File: src/core/acs_defines.svh
/*
 * offsets, field positions, reset values and timing counts of the
 * conversion sequencer; assumes a 40 MHz system clock
 */
`ifndef ACS_DEFINES_SVH
`define ACS_DEFINES_SVH
// register byte addresses
`define ACS_OFS_CTL0     8'h00
`define ACS_OFS_CTL1     8'h04
`define ACS_OFS_CTL2     8'h08
`define ACS_OFS_RES_HI   8'h0c
`define ACS_OFS_RES_LO   8'h10
`define ACS_OFS_STAT     8'h14
// control zero fields
`define ACS_ON_BIT       0
`define ACS_GO_BIT       1
`define ACS_CHS_LSB      2
// control one fields
`define ACS_JUST_BIT     7
`define ACS_CKS_LSB      4
// status fields
`define ACS_FLAG_BIT     0
`define ACS_IEN_BIT      1
`define ACS_PWR_BIT      2
// reset values
`define ACS_CTL_RST      8'h00
// channel codes
`define ACS_CH_AN_MAX    5'h04
`define ACS_CH_VREFP     5'h1a
`define ACS_CH_TEMP      5'h1d
`define ACS_CH_FIXREF    5'h1f
// axi responses
`define ACS_RESP_OKAY    2'h0
`define ACS_RESP_SLVERR  2'h2
// one instruction cycle of extra start delay on the rc clock
`define ACS_CLK_MHZ      40
`define ACS_INSTR_NS     100
`define ACS_INSTR_CLKS   ((`ACS_INSTR_NS*`ACS_CLK_MHZ+999)/1000)
`endif

File: src/core/acs_pkg.sv
/*
 * types of the conversion sequencer; no assumptions beyond the header
 */
package acs_pkg;
   // sequencer states
   typedef enum logic [1:0] {
      ST_IDLE   = 2'b00,
      ST_DELAY  = 2'b01,
      ST_SAMPLE = 2'b10,
      ST_CONV   = 2'b11
   } acs_state_t;
   // drive toward the analog core
   typedef struct packed {
      logic       power;
      logic       hold;
      logic [9:0] trial;
      logic [4:0] channel;
      logic       chan_valid;
      logic [1:0] vref_sel;
   } acs_core_t;
endpackage

File: src/core/acs_sequencer.sv
/*
 * axi4-lite register file and successive-approximation sequencer of a
 * 10-bit converter. assumes a synchronous comparator input, a one-cycle
 * rc tick pulse, a one-cycle timer overflow pulse and a sleep level,
 * all synchronous to aclk.
 */
// Chosen here: the AXI4-Lite register port and the register addresses.
`timescale 1ns/100ps
`default_nettype none
`include "acs_defines.svh"

module acs_sequencer (
   // clock and reset
   input  wire logic              aclk,
   input  wire logic              aresetn,
   // axi4-lite write
   input  wire logic [7:0]        s_awaddr,
   input  wire logic              s_awvalid,
   output logic                   s_awready,
   input  wire logic [31:0]       s_wdata,
   input  wire logic [3:0]        s_wstrb,
   input  wire logic              s_wvalid,
   output logic                   s_wready,
   output logic [1:0]             s_bresp,
   output logic                   s_bvalid,
   input  wire logic              s_bready,
   // axi4-lite read
   input  wire logic [7:0]        s_araddr,
   input  wire logic              s_arvalid,
   output logic                   s_arready,
   output logic [31:0]            s_rdata,
   output logic [1:0]             s_rresp,
   output logic                   s_rvalid,
   input  wire logic              s_rready,
   // analog core and system events
   input  wire logic              cmp_high,
   input  wire logic              rc_tick,
   input  wire logic              timer_zero_ovf,
   input  wire logic              sleep_in,
   output acs_pkg::acs_core_t     core,
   output logic                   conv_irq,
   output logic                   wake_req
);

   ////////////////////////////////////////////////////////////////////
   // state
   logic                 aw_full_ff, w_full_ff, bvalid_ff, rvalid_ff;
   logic [7:0]           aw_addr_ff;
   logic [7:0]           w_data_ff;
   logic                 w_strb_ff;
   logic [31:0]          rdata_ff;
   logic [1:0]           bresp_ff, rresp_ff;
   logic                 on_ff, just_ff, trig_ff, flag_ff, ien_ff;
   logic [4:0]           chan_ff;
   logic [2:0]           cks_ff;
   logic [1:0]           vref_ff;
   logic [7:0]           res_hi_ff, res_lo_ff;
   logic [9:0]           sar_ff;
   logic [3:0]           idx_ff;
   logic [2:0]           dly_ff;
   logic [5:0]           div_ff;
   logic                 slp_off_ff, irq_ff, wake_ff;
   acs_pkg::acs_state_t  st_ff, nxt_st;
   acs_pkg::acs_core_t   core_ff, nxt_core;

   ////////////////////////////////////////////////////////////////////
   // bus decode: write fires once address and data are both held
   wire       wr_fire  = aw_full_ff & w_full_ff & ~bvalid_ff;
   wire       wr_en    = wr_fire & w_strb_ff;
   wire       wr_ctl0  = wr_en & (aw_addr_ff == `ACS_OFS_CTL0);
   wire       wr_ctl1  = wr_en & (aw_addr_ff == `ACS_OFS_CTL1);
   wire       wr_ctl2  = wr_en & (aw_addr_ff == `ACS_OFS_CTL2);
   wire       wr_stat  = wr_en & (aw_addr_ff == `ACS_OFS_STAT);
   wire       wr_map   = (aw_addr_ff == `ACS_OFS_CTL0) |
                         (aw_addr_ff == `ACS_OFS_CTL1) |
                         (aw_addr_ff == `ACS_OFS_CTL2) |
                         (aw_addr_ff == `ACS_OFS_RES_HI) |
                         (aw_addr_ff == `ACS_OFS_RES_LO) |
                         (aw_addr_ff == `ACS_OFS_STAT);
   wire       rd_fire  = s_arvalid & s_arready;
   wire       busy     = (st_ff != acs_pkg::ST_IDLE);

   ////////////////////////////////////////////////////////////////////
   // clock source and conversion clock tick
   wire       is_rc    = (cks_ff[1:0] == 2'b11);
   wire [2:0] div_log  = {cks_ff[1:0], cks_ff[2]} + 3'h1;
   wire [5:0] div_mask = 6'((7'h01 << div_log) - 7'h01);
   wire       sys_tick = ((div_ff & div_mask) == div_mask);
   wire       tad      = is_rc ? rc_tick : sys_tick;

   ////////////////////////////////////////////////////////////////////
   // starts, aborts and completion
   wire sw_start   = wr_ctl0 & w_data_ff[`ACS_GO_BIT] &
                     w_data_ff[`ACS_ON_BIT] & ~busy;
   wire hw_start   = trig_ff & timer_zero_ovf & on_ff & ~busy &
                     ~wr_ctl0;
   wire start      = sw_start | hw_start;
   wire sw_abort   = wr_ctl0 & ~w_data_ff[`ACS_GO_BIT] & busy;
   // a system-clock conversion cannot survive sleep
   wire slp_abort  = sleep_in & ~is_rc & busy;
   wire off_abort  = wr_ctl0 & ~w_data_ff[`ACS_ON_BIT] & busy;
   wire stop       = sw_abort | slp_abort | off_abort;
   wire last_bit   = (st_ff == acs_pkg::ST_CONV) & tad &
                     (idx_ff == 4'h0);
   wire done       = last_bit & ~stop;
   wire resolved   = (st_ff == acs_pkg::ST_CONV) & (idx_ff != 4'h9);

   ////////////////////////////////////////////////////////////////////
   // result: final word, or partial word with fill of last bit
   logic [9:0] part_res;
   logic [9:0] final_res;
   wire        fill = resolved ? sar_ff[idx_ff + 4'h1] : 1'b0;
   genvar gi;
   generate
      for (gi = 0; gi < 10; gi = gi + 1)
      begin : g_part
         assign part_res[gi]  = (4'(gi) > idx_ff) ? sar_ff[gi]
                                                  : fill;
         assign final_res[gi] = (4'(gi) == 4'h0) ? cmp_high
                                                 : sar_ff[gi];
      end
   endgenerate
   wire [9:0] load_val = done ? final_res : part_res;
   wire       load     = done | (sw_abort & ~slp_abort);
   wire [7:0] nxt_hi   = just_ff ? {6'h00, load_val[9:8]}
                                 : load_val[9:2];
   wire [7:0] nxt_lo   = just_ff ? load_val[7:0]
                                 : {load_val[1:0], 6'h00};

   ////////////////////////////////////////////////////////////////////
   // flags and power
   wire clr_flag  = wr_stat & w_data_ff[`ACS_FLAG_BIT];
   wire nxt_flag  = done | (flag_ff & ~clr_flag);
   wire nxt_ien   = wr_stat ? w_data_ff[`ACS_IEN_BIT] : ien_ff;
   wire nxt_on    = wr_ctl0 ? w_data_ff[`ACS_ON_BIT] : on_ff;
   // sleep power-off keeps converter_on set; cleared on wake
   wire nxt_soff  = sleep_in & (slp_off_ff | ~is_rc |
                    (done & ~ien_ff));
   wire chan_ok   = (chan_ff <= `ACS_CH_AN_MAX) |
                    (chan_ff == `ACS_CH_VREFP) |
                    (chan_ff == `ACS_CH_TEMP) |
                    (chan_ff == `ACS_CH_FIXREF);

   ////////////////////////////////////////////////////////////////////
   // sequencer next state
   always_comb
   begin
      nxt_st = st_ff;
      case (st_ff)
         acs_pkg::ST_IDLE:
            if (start)
               nxt_st = is_rc ? acs_pkg::ST_DELAY
                              : acs_pkg::ST_SAMPLE;
         acs_pkg::ST_DELAY:
            if (stop)
               nxt_st = acs_pkg::ST_IDLE;
            else if (dly_ff == 3'(`ACS_INSTR_CLKS - 1))
               nxt_st = acs_pkg::ST_SAMPLE;
         acs_pkg::ST_SAMPLE:
            if (stop)
               nxt_st = acs_pkg::ST_IDLE;
            else if (tad)
               nxt_st = acs_pkg::ST_CONV;
         acs_pkg::ST_CONV:
            if (stop | last_bit)
               nxt_st = acs_pkg::ST_IDLE;
         default:
            nxt_st = acs_pkg::ST_IDLE;
      endcase
   end

   // analog drive, registered so every core pin comes from a flop
   always_comb
   begin
      nxt_core            = core_ff;
      nxt_core.power      = nxt_on & ~nxt_soff;
      nxt_core.hold       = (nxt_st == acs_pkg::ST_CONV);
      nxt_core.channel    = chan_ff;
      nxt_core.chan_valid = chan_ok;
      nxt_core.vref_sel   = vref_ff;
      nxt_core.trial      = 10'h000;
      if (nxt_st == acs_pkg::ST_CONV)
      begin
         if (st_ff == acs_pkg::ST_CONV)
            nxt_core.trial = (sar_ff | (10'h001 << (idx_ff - 4'h1)));
         else
            nxt_core.trial = 10'h200;
         if (st_ff == acs_pkg::ST_CONV && !tad)
            nxt_core.trial = core_ff.trial;
         else if (st_ff == acs_pkg::ST_CONV)
            nxt_core.trial[idx_ff] = cmp_high;
      end
   end

   ////////////////////////////////////////////////////////////////////
   // sequencer registers
   always_ff @(posedge aclk)
   begin
      if (!aresetn)
      begin
         st_ff  <= acs_pkg::ST_IDLE;
         sar_ff <= 10'h000;
         idx_ff <= 4'h9;
         dly_ff <= 3'h0;
         div_ff <= 6'h00;
      end
      else
      begin
         st_ff  <= nxt_st;
         div_ff <= div_ff + 6'h01;
         dly_ff <= (st_ff == acs_pkg::ST_DELAY) ? dly_ff + 3'h1 : 3'h0;
         if (start)
         begin
            sar_ff <= 10'h000;
            idx_ff <= 4'h9;
         end
         else if ((st_ff == acs_pkg::ST_CONV) && tad)
         begin
            sar_ff[idx_ff] <= cmp_high;
            idx_ff         <= idx_ff - 4'h1;
         end
      end
   end

   // control, status and result registers
   always_ff @(posedge aclk)
   begin
      if (!aresetn)
      begin
         on_ff      <= 1'b0;
         chan_ff    <= 5'h00;
         just_ff    <= 1'b0;
         cks_ff     <= 3'h0;
         vref_ff    <= 2'h0;
         trig_ff    <= 1'b0;
         flag_ff    <= 1'b0;
         ien_ff     <= 1'b0;
         res_hi_ff  <= 8'h00;
         res_lo_ff  <= 8'h00;
         slp_off_ff <= 1'b0;
         irq_ff     <= 1'b0;
         wake_ff    <= 1'b0;
         core_ff    <= '0;
      end
      else
      begin
         on_ff      <= nxt_on;
         flag_ff    <= nxt_flag;
         ien_ff     <= nxt_ien;
         slp_off_ff <= nxt_soff;
         core_ff    <= nxt_core;
         irq_ff     <= nxt_flag & nxt_ien;
         wake_ff    <= nxt_flag & nxt_ien & sleep_in;
         if (wr_ctl0)
            chan_ff <= w_data_ff[6:2];
         if (wr_ctl1)
         begin
            just_ff <= w_data_ff[`ACS_JUST_BIT];
            cks_ff  <= w_data_ff[6:4];
            vref_ff <= w_data_ff[1:0];
         end
         if (wr_ctl2)
            trig_ff <= w_data_ff[0];
         if (load)
         begin
            res_hi_ff <= nxt_hi;
            res_lo_ff <= nxt_lo;
         end
      end
   end

   ////////////////////////////////////////////////////////////////////
   // read mux; go bit mirrors the busy sequencer
   logic [7:0] rd_byte;
   wire  [7:0] ctl0_rd = {1'b0, chan_ff, busy, on_ff};
   wire  [7:0] ctl1_rd = {just_ff, cks_ff, 2'b00, vref_ff};
   wire  [7:0] stat_rd = {5'h00, core_ff.power, ien_ff, flag_ff};
   wire        rd_map  = (s_araddr == `ACS_OFS_CTL0) |
                         (s_araddr == `ACS_OFS_CTL1) |
                         (s_araddr == `ACS_OFS_CTL2) |
                         (s_araddr == `ACS_OFS_RES_HI) |
                         (s_araddr == `ACS_OFS_RES_LO) |
                         (s_araddr == `ACS_OFS_STAT);
   always_comb
   begin
      case (s_araddr)
         `ACS_OFS_CTL0:   rd_byte = ctl0_rd;
         `ACS_OFS_CTL1:   rd_byte = ctl1_rd;
         `ACS_OFS_CTL2:   rd_byte = {7'h00, trig_ff};
         `ACS_OFS_RES_HI: rd_byte = res_hi_ff;
         `ACS_OFS_RES_LO: rd_byte = res_lo_ff;
         `ACS_OFS_STAT:   rd_byte = stat_rd;
         default:         rd_byte = 8'h00;
      endcase
   end

   ////////////////////////////////////////////////////////////////////
   // axi4-lite handshakes: one write and one read in flight at most
   always_ff @(posedge aclk)
   begin
      if (!aresetn)
      begin
         aw_full_ff <= 1'b0;
         w_full_ff  <= 1'b0;
         aw_addr_ff <= 8'h00;
         w_data_ff  <= 8'h00;
         w_strb_ff  <= 1'b0;
         bvalid_ff  <= 1'b0;
         bresp_ff   <= `ACS_RESP_OKAY;
         rvalid_ff  <= 1'b0;
         rdata_ff   <= 32'h0000_0000;
         rresp_ff   <= `ACS_RESP_OKAY;
      end
      else
      begin
         if (s_awvalid && s_awready)
         begin
            aw_full_ff <= 1'b1;
            aw_addr_ff <= s_awaddr;
         end
         else if (wr_fire)
            aw_full_ff <= 1'b0;
         if (s_wvalid && s_wready)
         begin
            w_full_ff <= 1'b1;
            w_data_ff <= s_wdata[7:0];
            w_strb_ff <= s_wstrb[0];
         end
         else if (wr_fire)
            w_full_ff <= 1'b0;
         if (wr_fire)
         begin
            bvalid_ff <= 1'b1;
            bresp_ff  <= wr_map ? `ACS_RESP_OKAY : `ACS_RESP_SLVERR;
         end
         else if (s_bready)
            bvalid_ff <= 1'b0;
         if (rd_fire)
         begin
            rvalid_ff <= 1'b1;
            rdata_ff  <= {24'h000000, rd_byte};
            rresp_ff  <= rd_map ? `ACS_RESP_OKAY : `ACS_RESP_SLVERR;
         end
         else if (s_rready)
            rvalid_ff <= 1'b0;
      end
   end

   // readies are flops: low while the slot is held or an answer waits
   logic awready_ff, wready_ff, arready_ff;
   always_ff @(posedge aclk)
   begin
      if (!aresetn)
      begin
         awready_ff <= 1'b0;
         wready_ff  <= 1'b0;
         arready_ff <= 1'b0;
      end
      else
      begin
         awready_ff <= ~(s_awvalid & s_awready) & ~aw_full_ff &
                       ~bvalid_ff & ~wr_fire;
         wready_ff  <= ~(s_wvalid & s_wready) & ~w_full_ff &
                       ~bvalid_ff & ~wr_fire;
         arready_ff <= ~rd_fire & ~rvalid_ff;
      end
   end

   ////////////////////////////////////////////////////////////////////
   // outputs
   assign s_awready = awready_ff;
   assign s_wready  = wready_ff;
   assign s_bvalid  = bvalid_ff;
   assign s_bresp   = bresp_ff;
   assign s_arready = arready_ff;
   assign s_rvalid  = rvalid_ff;
   assign s_rdata   = rdata_ff;
   assign s_rresp   = rresp_ff;
   assign core      = core_ff;
   assign conv_irq  = irq_ff;
   assign wake_req  = wake_ff;
endmodule // acs_sequencer
`default_nettype wire

File: config.mk
export PLATFORM = sky130hd
export DESIGN_NAME = acs_sequencer
export DESIGN_NICKNAME = d
export VERILOG_FILES = /design/src/core/acs_pkg.sv /design/src/core/acs_sequencer.sv
export VERILOG_INCLUDE_DIRS = /design/src /design/src/core
export SDC_FILE = /design/constraint.sdc
export NUM_CORES = 1
export LEC_CHECK = 0
export BUFFER_PORTS_ARGS = -buffer_cell sky130_fd_sc_hd__buf_2
export CAP_MARGIN = 15
export CORE_ASPECT_RATIO = 0.6
export CORE_MARGIN = 1.5
export CORE_UTILIZATION = 45
export CTS_CLUSTER_DIAMETER = 50
export DETAILED_ROUTE_END_ITERATION = 6
export PLACE_DENSITY = 0.68
export RECOVER_POWER = 100
export SYNTH_ARGS = -nofsm -noshare
export SYNTH_HDL_FRONTEND = slang
export SYNTH_SLANG_ARGS = --single-unit
File: constraint.sdc
create_clock -name aclk -period 3.7 [get_ports aclk]
set_clock_uncertainty 0.1 [all_clocks]
set_input_delay 0.37 -clock aclk [delete_from_list [all_inputs] [get_ports aclk]]
set_output_delay 0.37 -clock aclk [all_outputs]
set_load 0.005 [all_outputs]
== After elaboration in Yosys (flattened, before gate mapping) ==
Index checks and enable logic that the tools add are counted.
Word-level totals
  bits in registers: 115
  latch bits: 0
  bits in writable memories: 0
  memory bits (read-only): 0
  input bits: 63
  logic and storage cells: 226
  memories: 0
Cells by class
  add/subtract/negate cells: 6
  multipliers: 0
  div/mod/pow operators: 0
  order comparisons: 14
  equality and inequality tests: 21
  shift operators: 2
  muxes and demuxes: 44
  bitwise operators: 84
  reduce and logical (&&, ||, !) cells: 18
Operators by type and width (number)
  one-hot mux 8 bit (6 select lines): 1
  AND 1 bit: 42
  2-to-1 mux 10 bit: 4
  == test 8 x 4 -> 1 bit (second input constant): 4
  == test 8 x 5 -> 1 bit (second input constant): 4
  2-to-1 mux 1 bit: 23
  OR 1 bit: 21
  bitwise mux 10 bit: 2
  inverter 1 bit: 19
  2-to-1 mux 2 bit: 9
  == test 8 x 3 -> 1 bit (second input constant): 2
  greater-than comparator 3 x 4 -> 1 bit (first input constant): 4
  logical NOT 8 bit: 2
  2-to-1 mux 8 bit: 2
  == test 5 bit (second input constant): 3
  less-than comparator 4 x 5 -> 1 bit (second input constant): 2
  OR 10 bit: 1
  nonzero test 2 bit: 5
  << shifter 1 x 4 -> 10 bit (first input constant): 1
  == test 2 bit (second input constant): 4
  greater-than comparator 1 x 4 -> 1 bit (first input constant): 2
  greater-than comparator 2 x 4 -> 1 bit (first input constant): 2
  greater-than comparator 4 bit (first input constant): 2
  one-hot mux 2 bit (4 select lines): 1
  21 further kinds: 27

== Depth between registers and ports, before layout ==
  depth in word-level cells: 15
  mapped depth: 14
  depth with buffers taken out: 11

== Worst setup path before layout ==
Ideal clock, no wire load.
  path kind: flip-flop to flip-flop
  from: reg cks_ff[0]
  to: reg sar_ff[9]
  arrival time: 2322 ps
  path slack: 1151 ps
  cell stages (with the launch flop): 11
  buffers on the path: 2
  cells stage by stage: dfxtp_1 > buf_4 > or3_1 > ha_1 > o221ai_1 > o31a_1 > or3_1 > buf_2 > nor2_1 > mux2i_1 > nor2_1
Between the ends
  longest elaborated chain between the ends: 7
  elaborated cells between the ends (all ways): 8
  classes of those cells: 2 x add/sub; 2 x eq/ne; 1 x shift; 1 x mux; 1 x bitwise; 1 x reduce/logical
Ends and longest elaborated chain
  start, declared: line acs_sequencer.sv:55  | logic [2:0] cks_ff;
  start signal, assigned: line acs_sequencer.sv:259  | cks_ff <= w_data_ff[6:4];
  adder 3 x 1 -> 3 bit: line acs_sequencer.sv:86  | wire [2:0] div_log = {cks_ff[1:0], cks_ff[2]} + 3'h1;
  << shifter 1 x 3 -> 6 bit: line acs_sequencer.sv:87  | wire [5:0] div_mask = 6'((7'h01 << div_log) - 7'h01);
  subtractor 6 x 1 -> 6 bit: line acs_sequencer.sv:87
  AND 6 bit: line acs_sequencer.sv:88  | wire sys_tick = ((div_ff & div_mask) == div_mask);
  == test 6 bit: line acs_sequencer.sv:88
  2-to-1 mux 1 bit (*): line acs_sequencer.sv:89  | wire tad = is_rc ? rc_tick : sys_tick;
  logical AND 1 bit (*): line acs_sequencer.sv:217  | else if ((st_ff == acs_pkg::ST_CONV) && tad)
  end signal, assigned by index: line acs_sequencer.sv:219  | sar_ff[idx_ff] <= cmp_high;
  end, declared: line acs_sequencer.sv:58  | logic [9:0] sar_ff;
Every way passes the cells marked *; elsewhere a longest branch is shown, timed or not.
A chain may end at the register's enable or synchronous reset.

== Worst setup path after layout ==
  from: reg cks_ff[0]
  to: reg res_lo_ff[7]
Between the ends
  longest elaborated chain between the ends: 11
  elaborated cells between the ends (all ways): 21
  classes of those cells: 2 x add/sub; 2 x eq/ne; 1 x shift; 3 x mux; 13 x bitwise
Ends and longest elaborated chain
  adder 3 x 1 -> 3 bit: line acs_sequencer.sv:86
  << shifter 1 x 3 -> 6 bit: line acs_sequencer.sv:87
  subtractor 6 x 1 -> 6 bit: line acs_sequencer.sv:87
  AND 6 bit: line acs_sequencer.sv:88
  == test 6 bit: line acs_sequencer.sv:88
  2-to-1 mux 1 bit: line acs_sequencer.sv:89
  AND 1 bit (2 in series): line acs_sequencer.sv:103  | wire last_bit = (st_ff == acs_pkg::ST_CONV) & tad &
  AND 1 bit: line acs_sequencer.sv:105  | wire done = last_bit & ~stop;
  2-to-1 mux 10 bit: line acs_sequencer.sv:123  | wire [9:0] load_val = done ? final_res : part_res;
  2-to-1 mux 8 bit: line acs_sequencer.sv:127  | wire [7:0] nxt_lo = just_ff ? load_val[7:0]
  end signal, assigned: line acs_sequencer.sv:267  | res_lo_ff <= nxt_lo;
  end, declared: line acs_sequencer.sv:57  | logic [7:0] res_hi_ff, res_lo_ff;
Several ways; a longest one is shown, not always the timed one.

==> results.txt <==
----------------------------------------------------
[Finish]
  Final Net Count ... 811
  Fillers ... 1133
  Number of cells in the finished layout apart from fillers ... around 910
  Most frequent standard cell in the layout excluding fill and tap cells ... sky130_fd_sc_hd__dfxtp_1
  Relative area change from synthesis to final layout ... 16.4%
  Most used cells in the layout excluding fill and tap cells ... 113 x sky130_fd_sc_hd__dfxtp_1, 101 x sky130_fd_sc_hd__nand2_1, 57 x sky130_fd_sc_hd__buf_2, 43 x sky130_fd_sc_hd__nor2_1, 41 x sky130_fd_sc_hd__a21oi_1
  Ant diodes ... 0
  Final core area utilization ... 0.544
  Share of cells above drive strength 1 ... 0.150

[Floorplanning]
  Number of ports placed on the die boundary ... approximately 130
  Total core area ... between 10000 and 15000 µm²
  Initial standard-cell utilization of the core ... 0.467
  Horiz. Die Dim ... about 150 µm
  Standard-cell row count ... 31
  Chip height ... 90.1 µm
  Die ar. ... 13400 µm²

[Global route]
  GRT overflow ... 0
  Via count of the first global-routing pass ... 4677
  Maximum number of pins on one net before global-route repair ... 44
  Combined global-route utilization of all metal layers ... 0.230
  Wire length of the first global-routing pass ... approximately 24000 µm
  Initial antenna violation count ... 0

[STA]
  Shortest clock period the worst path allows after layout ... 3.19 ns
  Summed negative setup slack over all endpoints ... 0 ns
  Pins Over Slew Limit ... 0
  Number of failing setup endpoints in the final timing report ... 0
  Hold violation count in the final report ... 0
  Part of the cycle the worst path needs ... 0.862
  Slew at the pin closest to its max-slew limit ... 1.38 ns
  Unrepaired setup endpoints after global routing ... false
  Min Hold Slack ... 0.106 ns
  Fmax ... 0.313 GHz
  Tightest slew margin relative to the limit ... 0.0822

[Critical path]
  R2R Path End ... res_lo_ff[7]$_SDFFE_PN0P_
  R2r worst-path depth ... 10
  Worst-path maximum fanout ... 15
  Setup Crit Path Kind ... flop to flop
  Startpoint class of the critical path ... flop
  Worst Setup End Kind ... flop
  Worst setup slack for register-to-register paths ... between 0.5 and 0.6 ns
  Worst reg2reg path startpoint ... cks_ff[0]$_SDFFE_PN0P_
  Endpoint required time on the critical path ... 3.96 ns
  Crit path DAT ... 3.45 ns
  Timing startpoint of the critical path ... cks_ff[0]$_SDFFE_PN0P_

[Synthesis]
  Post-synthesis sequential area ratio ... 0.398
  Summed instance area of the synthesized netlist ... 5690 µm²
  Async SR Flop Fraction ... 0
  Number of enable-type register cells in the synthesized netlist ... 0
  Proportion of netlist area held by the largest area contributor ... 0.398
  Number of distinct standard cells referenced by the synthesized netlist ... 67
  Dominant cell type by area after synthesis ... sky130_fd_sc_hd__dfxtp_1
  Dominant register cell in the synthesized netlist ... sky130_fd_sc_hd__dfxtp_1
  Synth warnings ... 0
  Number of cells produced by synthesis ... 678
  Flip-flop and latch count after synthesis ... between 100 and 150
  Biggest area contributors in the synthesized netlist ... sky130_fd_sc_hd__dfxtp_1 40%, sky130_fd_sc_hd__nand2_1 6.7%, sky130_fd_sc_hd__mux2i_1 5.1%, sky130_fd_sc_hd__a21boi_0 3.7%, sky130_fd_sc_hd__a21oi_1 3.6%
  Mean instance size in the synthesized netlist ... 8.39 µm²

[CTS]
  Quantity of hold-fixing buffers added after cts ... 0
  Clock sinks ... 113
  Post-CTS setup buffers ... 0
  Clock buffer count from CTS ... 17
  CTS tree ... yes
  Clk Latency, worst-skew pair ... slightly above 0.4 ns
  Clock H-tree levels ... 4
  Root buffer cell ... sky130_fd_sc_hd__clkbuf_16
  Clk slew on worst S/H paths ... 0.06 ns
  Clock Tree Buf Depth ... 2
  Post-CTS Resized ... 0

[Placed design]
  # placed instances ... 882
  GP Congestion ... 0.915
  Post-detailed-placement half-perimeter wirelength ... 10900 µm
  Number of buffer cells added on primary ports ... 72

[Pwr]
  PD cells ... 469 nW/µm²
  Largest vdd supply drop ... roughly 0.29 mV
  Static leakage power ... 2.61 nW

[Run]
  Maximum Capacitance Violations ... 0

[Routing]
  Detailed Routing Iterations Pass 1 ... 7
  Post-detailed-routing wire length ... ~15000 µm
  Number of nets with antenna violations after detailed routing ... 0
  Routed WL per cell ... 16.2 µm
  Via/cell ratio ... 5.54
  Drt initial violations ... 376
  Routed vias ... about 5100
  Detailed-route DRC error count ... 0

[Min path]
  Hold path startpoint ... s_awaddr[1]
  Path category of the worst min-delay check ... primary input to flop
  Hold depth ... 3
  Destination of the worst hold path ... aw_addr_ff[1]$_SDFFE_PN0P_

[Status]
  Run status ... completed

----------------------------------------------------
[critical path: stages, from the launching register on]
cell                       delay [ns]
sky130_fd_sc_hd__dfxtp_1         0.57
sky130_fd_sc_hd__nand2_1         0.18
sky130_fd_sc_hd__inv_1           0.11
sky130_fd_sc_hd__nand2_1         0.06
sky130_fd_sc_hd__ha_1            0.31
sky130_fd_sc_hd__o221ai_1        0.26
sky130_fd_sc_hd__o31ai_1         0.17
sky130_fd_sc_hd__and3_1          0.28
sky130_fd_sc_hd__nor3b_2         0.78
sky130_fd_sc_hd__nand2_1         0.11
sky130_fd_sc_hd__a21bo_1         0.20
[worst max-delay path by stage]
stage                                end  slack [ns]  cells after the start
3_3_place_gp   res_lo_ff[1]$_SDFFE_PN0P_        0.72                     10
5_1_grt            core[17]$_SDFFE_PN0N_        0.22                     11
3_5_place_dp   res_lo_ff[3]$_SDFFE_PN0P_        0.70                     10
6_report       res_lo_ff[7]$_SDFFE_PN0P_        0.51                     10
2_1_floorplan     sar_ff[9]$_SDFFE_PP0P_        1.15                     10
4_1_cts        res_lo_ff[6]$_SDFFE_PN0P_        0.64                      8
[final cells by class]
class / count / area (µm²) / share of cell area
flip-flops and latches: 113 / 2260 / 0.342
clock buffers: 18 / 429 / 0.0648
inverters: 14 / 52.6 / 0.00794
well taps: 165 / 206 / 0.0312
repair buffers: 82 / 407 / 0.0614
multi-input cells: 508 / 3080 / 0.465
clock inverters: 14 / 189 / 0.0285
[synthesized netlist by cell type (5+ instances only)]
cell,n
sky130_fd_sc_hd__nor2b_1,19
sky130_fd_sc_hd__and3_1,8
sky130_fd_sc_hd__and2_1,19
sky130_fd_sc_hd__nand2_1,101
sky130_fd_sc_hd__o22ai_1,6
sky130_fd_sc_hd__clkbuf_1,26
sky130_fd_sc_hd__dfxtp_1,113
sky130_fd_sc_hd__buf_4,27
sky130_fd_sc_hd__buf_2,9
sky130_fd_sc_hd__a21boi_0,28
sky130_fd_sc_hd__a21oi_1,41
sky130_fd_sc_hd__or3_1,5
sky130_fd_sc_hd__a221oi_1,7
sky130_fd_sc_hd__nand4_1,16
sky130_fd_sc_hd__ha_1,12
sky130_fd_sc_hd__inv_1,14
sky130_fd_sc_hd__nor3_1,14
sky130_fd_sc_hd__nand3_1,20
sky130_fd_sc_hd__o21ai_1,6
sky130_fd_sc_hd__a211oi_1,5
sky130_fd_sc_hd__nor2_1,43
sky130_fd_sc_hd__o21ai_0,32
sky130_fd_sc_hd__mux2i_1,29
sky130_fd_sc_hd__xnor2_1,6
[state kept, by name, indices dropped and copies added (netlist names), 2 cells and up]
register,count
s_rdata,8
dly_ff,3
chan_ff,5
st_ff,2
aw_addr_ff,8
div_ff,6
vref_ff,2
res_hi_ff,8
idx_ff,4
core,20
cks_ff,3
sar_ff,10
w_data_ff,8
res_lo_ff,8
[routing by layer]
metal / global-route usage / vias up / share of wire
li1: - / 2451 / -
met2: 0.301 / 192 / 0.39
met3: 0.0706 / 16 / 0.094
met4: 0.0668 / 0 / 0.0090
met1: 0.353 / 2400 / 0.51
met5: 0 / - / 0
[power breakdown]
group	internal [mW]	switching, mW	leakage, nW
logic	0.0476	0.0808	1.40
clock network	1.12	0.599	0.296
registers	1.24	0.0183	0.914
[cell families (layout without fill, tap and decap cells)]
| family | after synthesis | count (layout) | share of synthesized area |
|---|---|---|---|
| simple gates | 268 | 268 | 0.237 |
| compound gates | 160 | 160 | 0.182 |
| flops | 113 | 113 | 0.398 |
| buf+inv | 82 | 128 | 0.0754 |
| mux | 33 | 33 | 0.0668 |
| fa+ha+maj | 12 | 12 | 0.0264 |
| xor+xnor | 9 | 9 | 0.0139 |
| other cells | 1 | 26 | 0.000659 |
[stage by stage]
step | power, mW | setup slack [ns] | cell area, µm²
floorplan | 1.38 | 1.15 | 5780
global route | 3.20 | 0.217 | 6620
finish | 3.11 | 0.509 | 6620
global placement | 1.41 | 0.717 | 6050
detailed placement | 1.41 | 0.703 | 6050
CTS | 3.12 | 0.640 | 6670
Power figures use the tool's default switching activity.
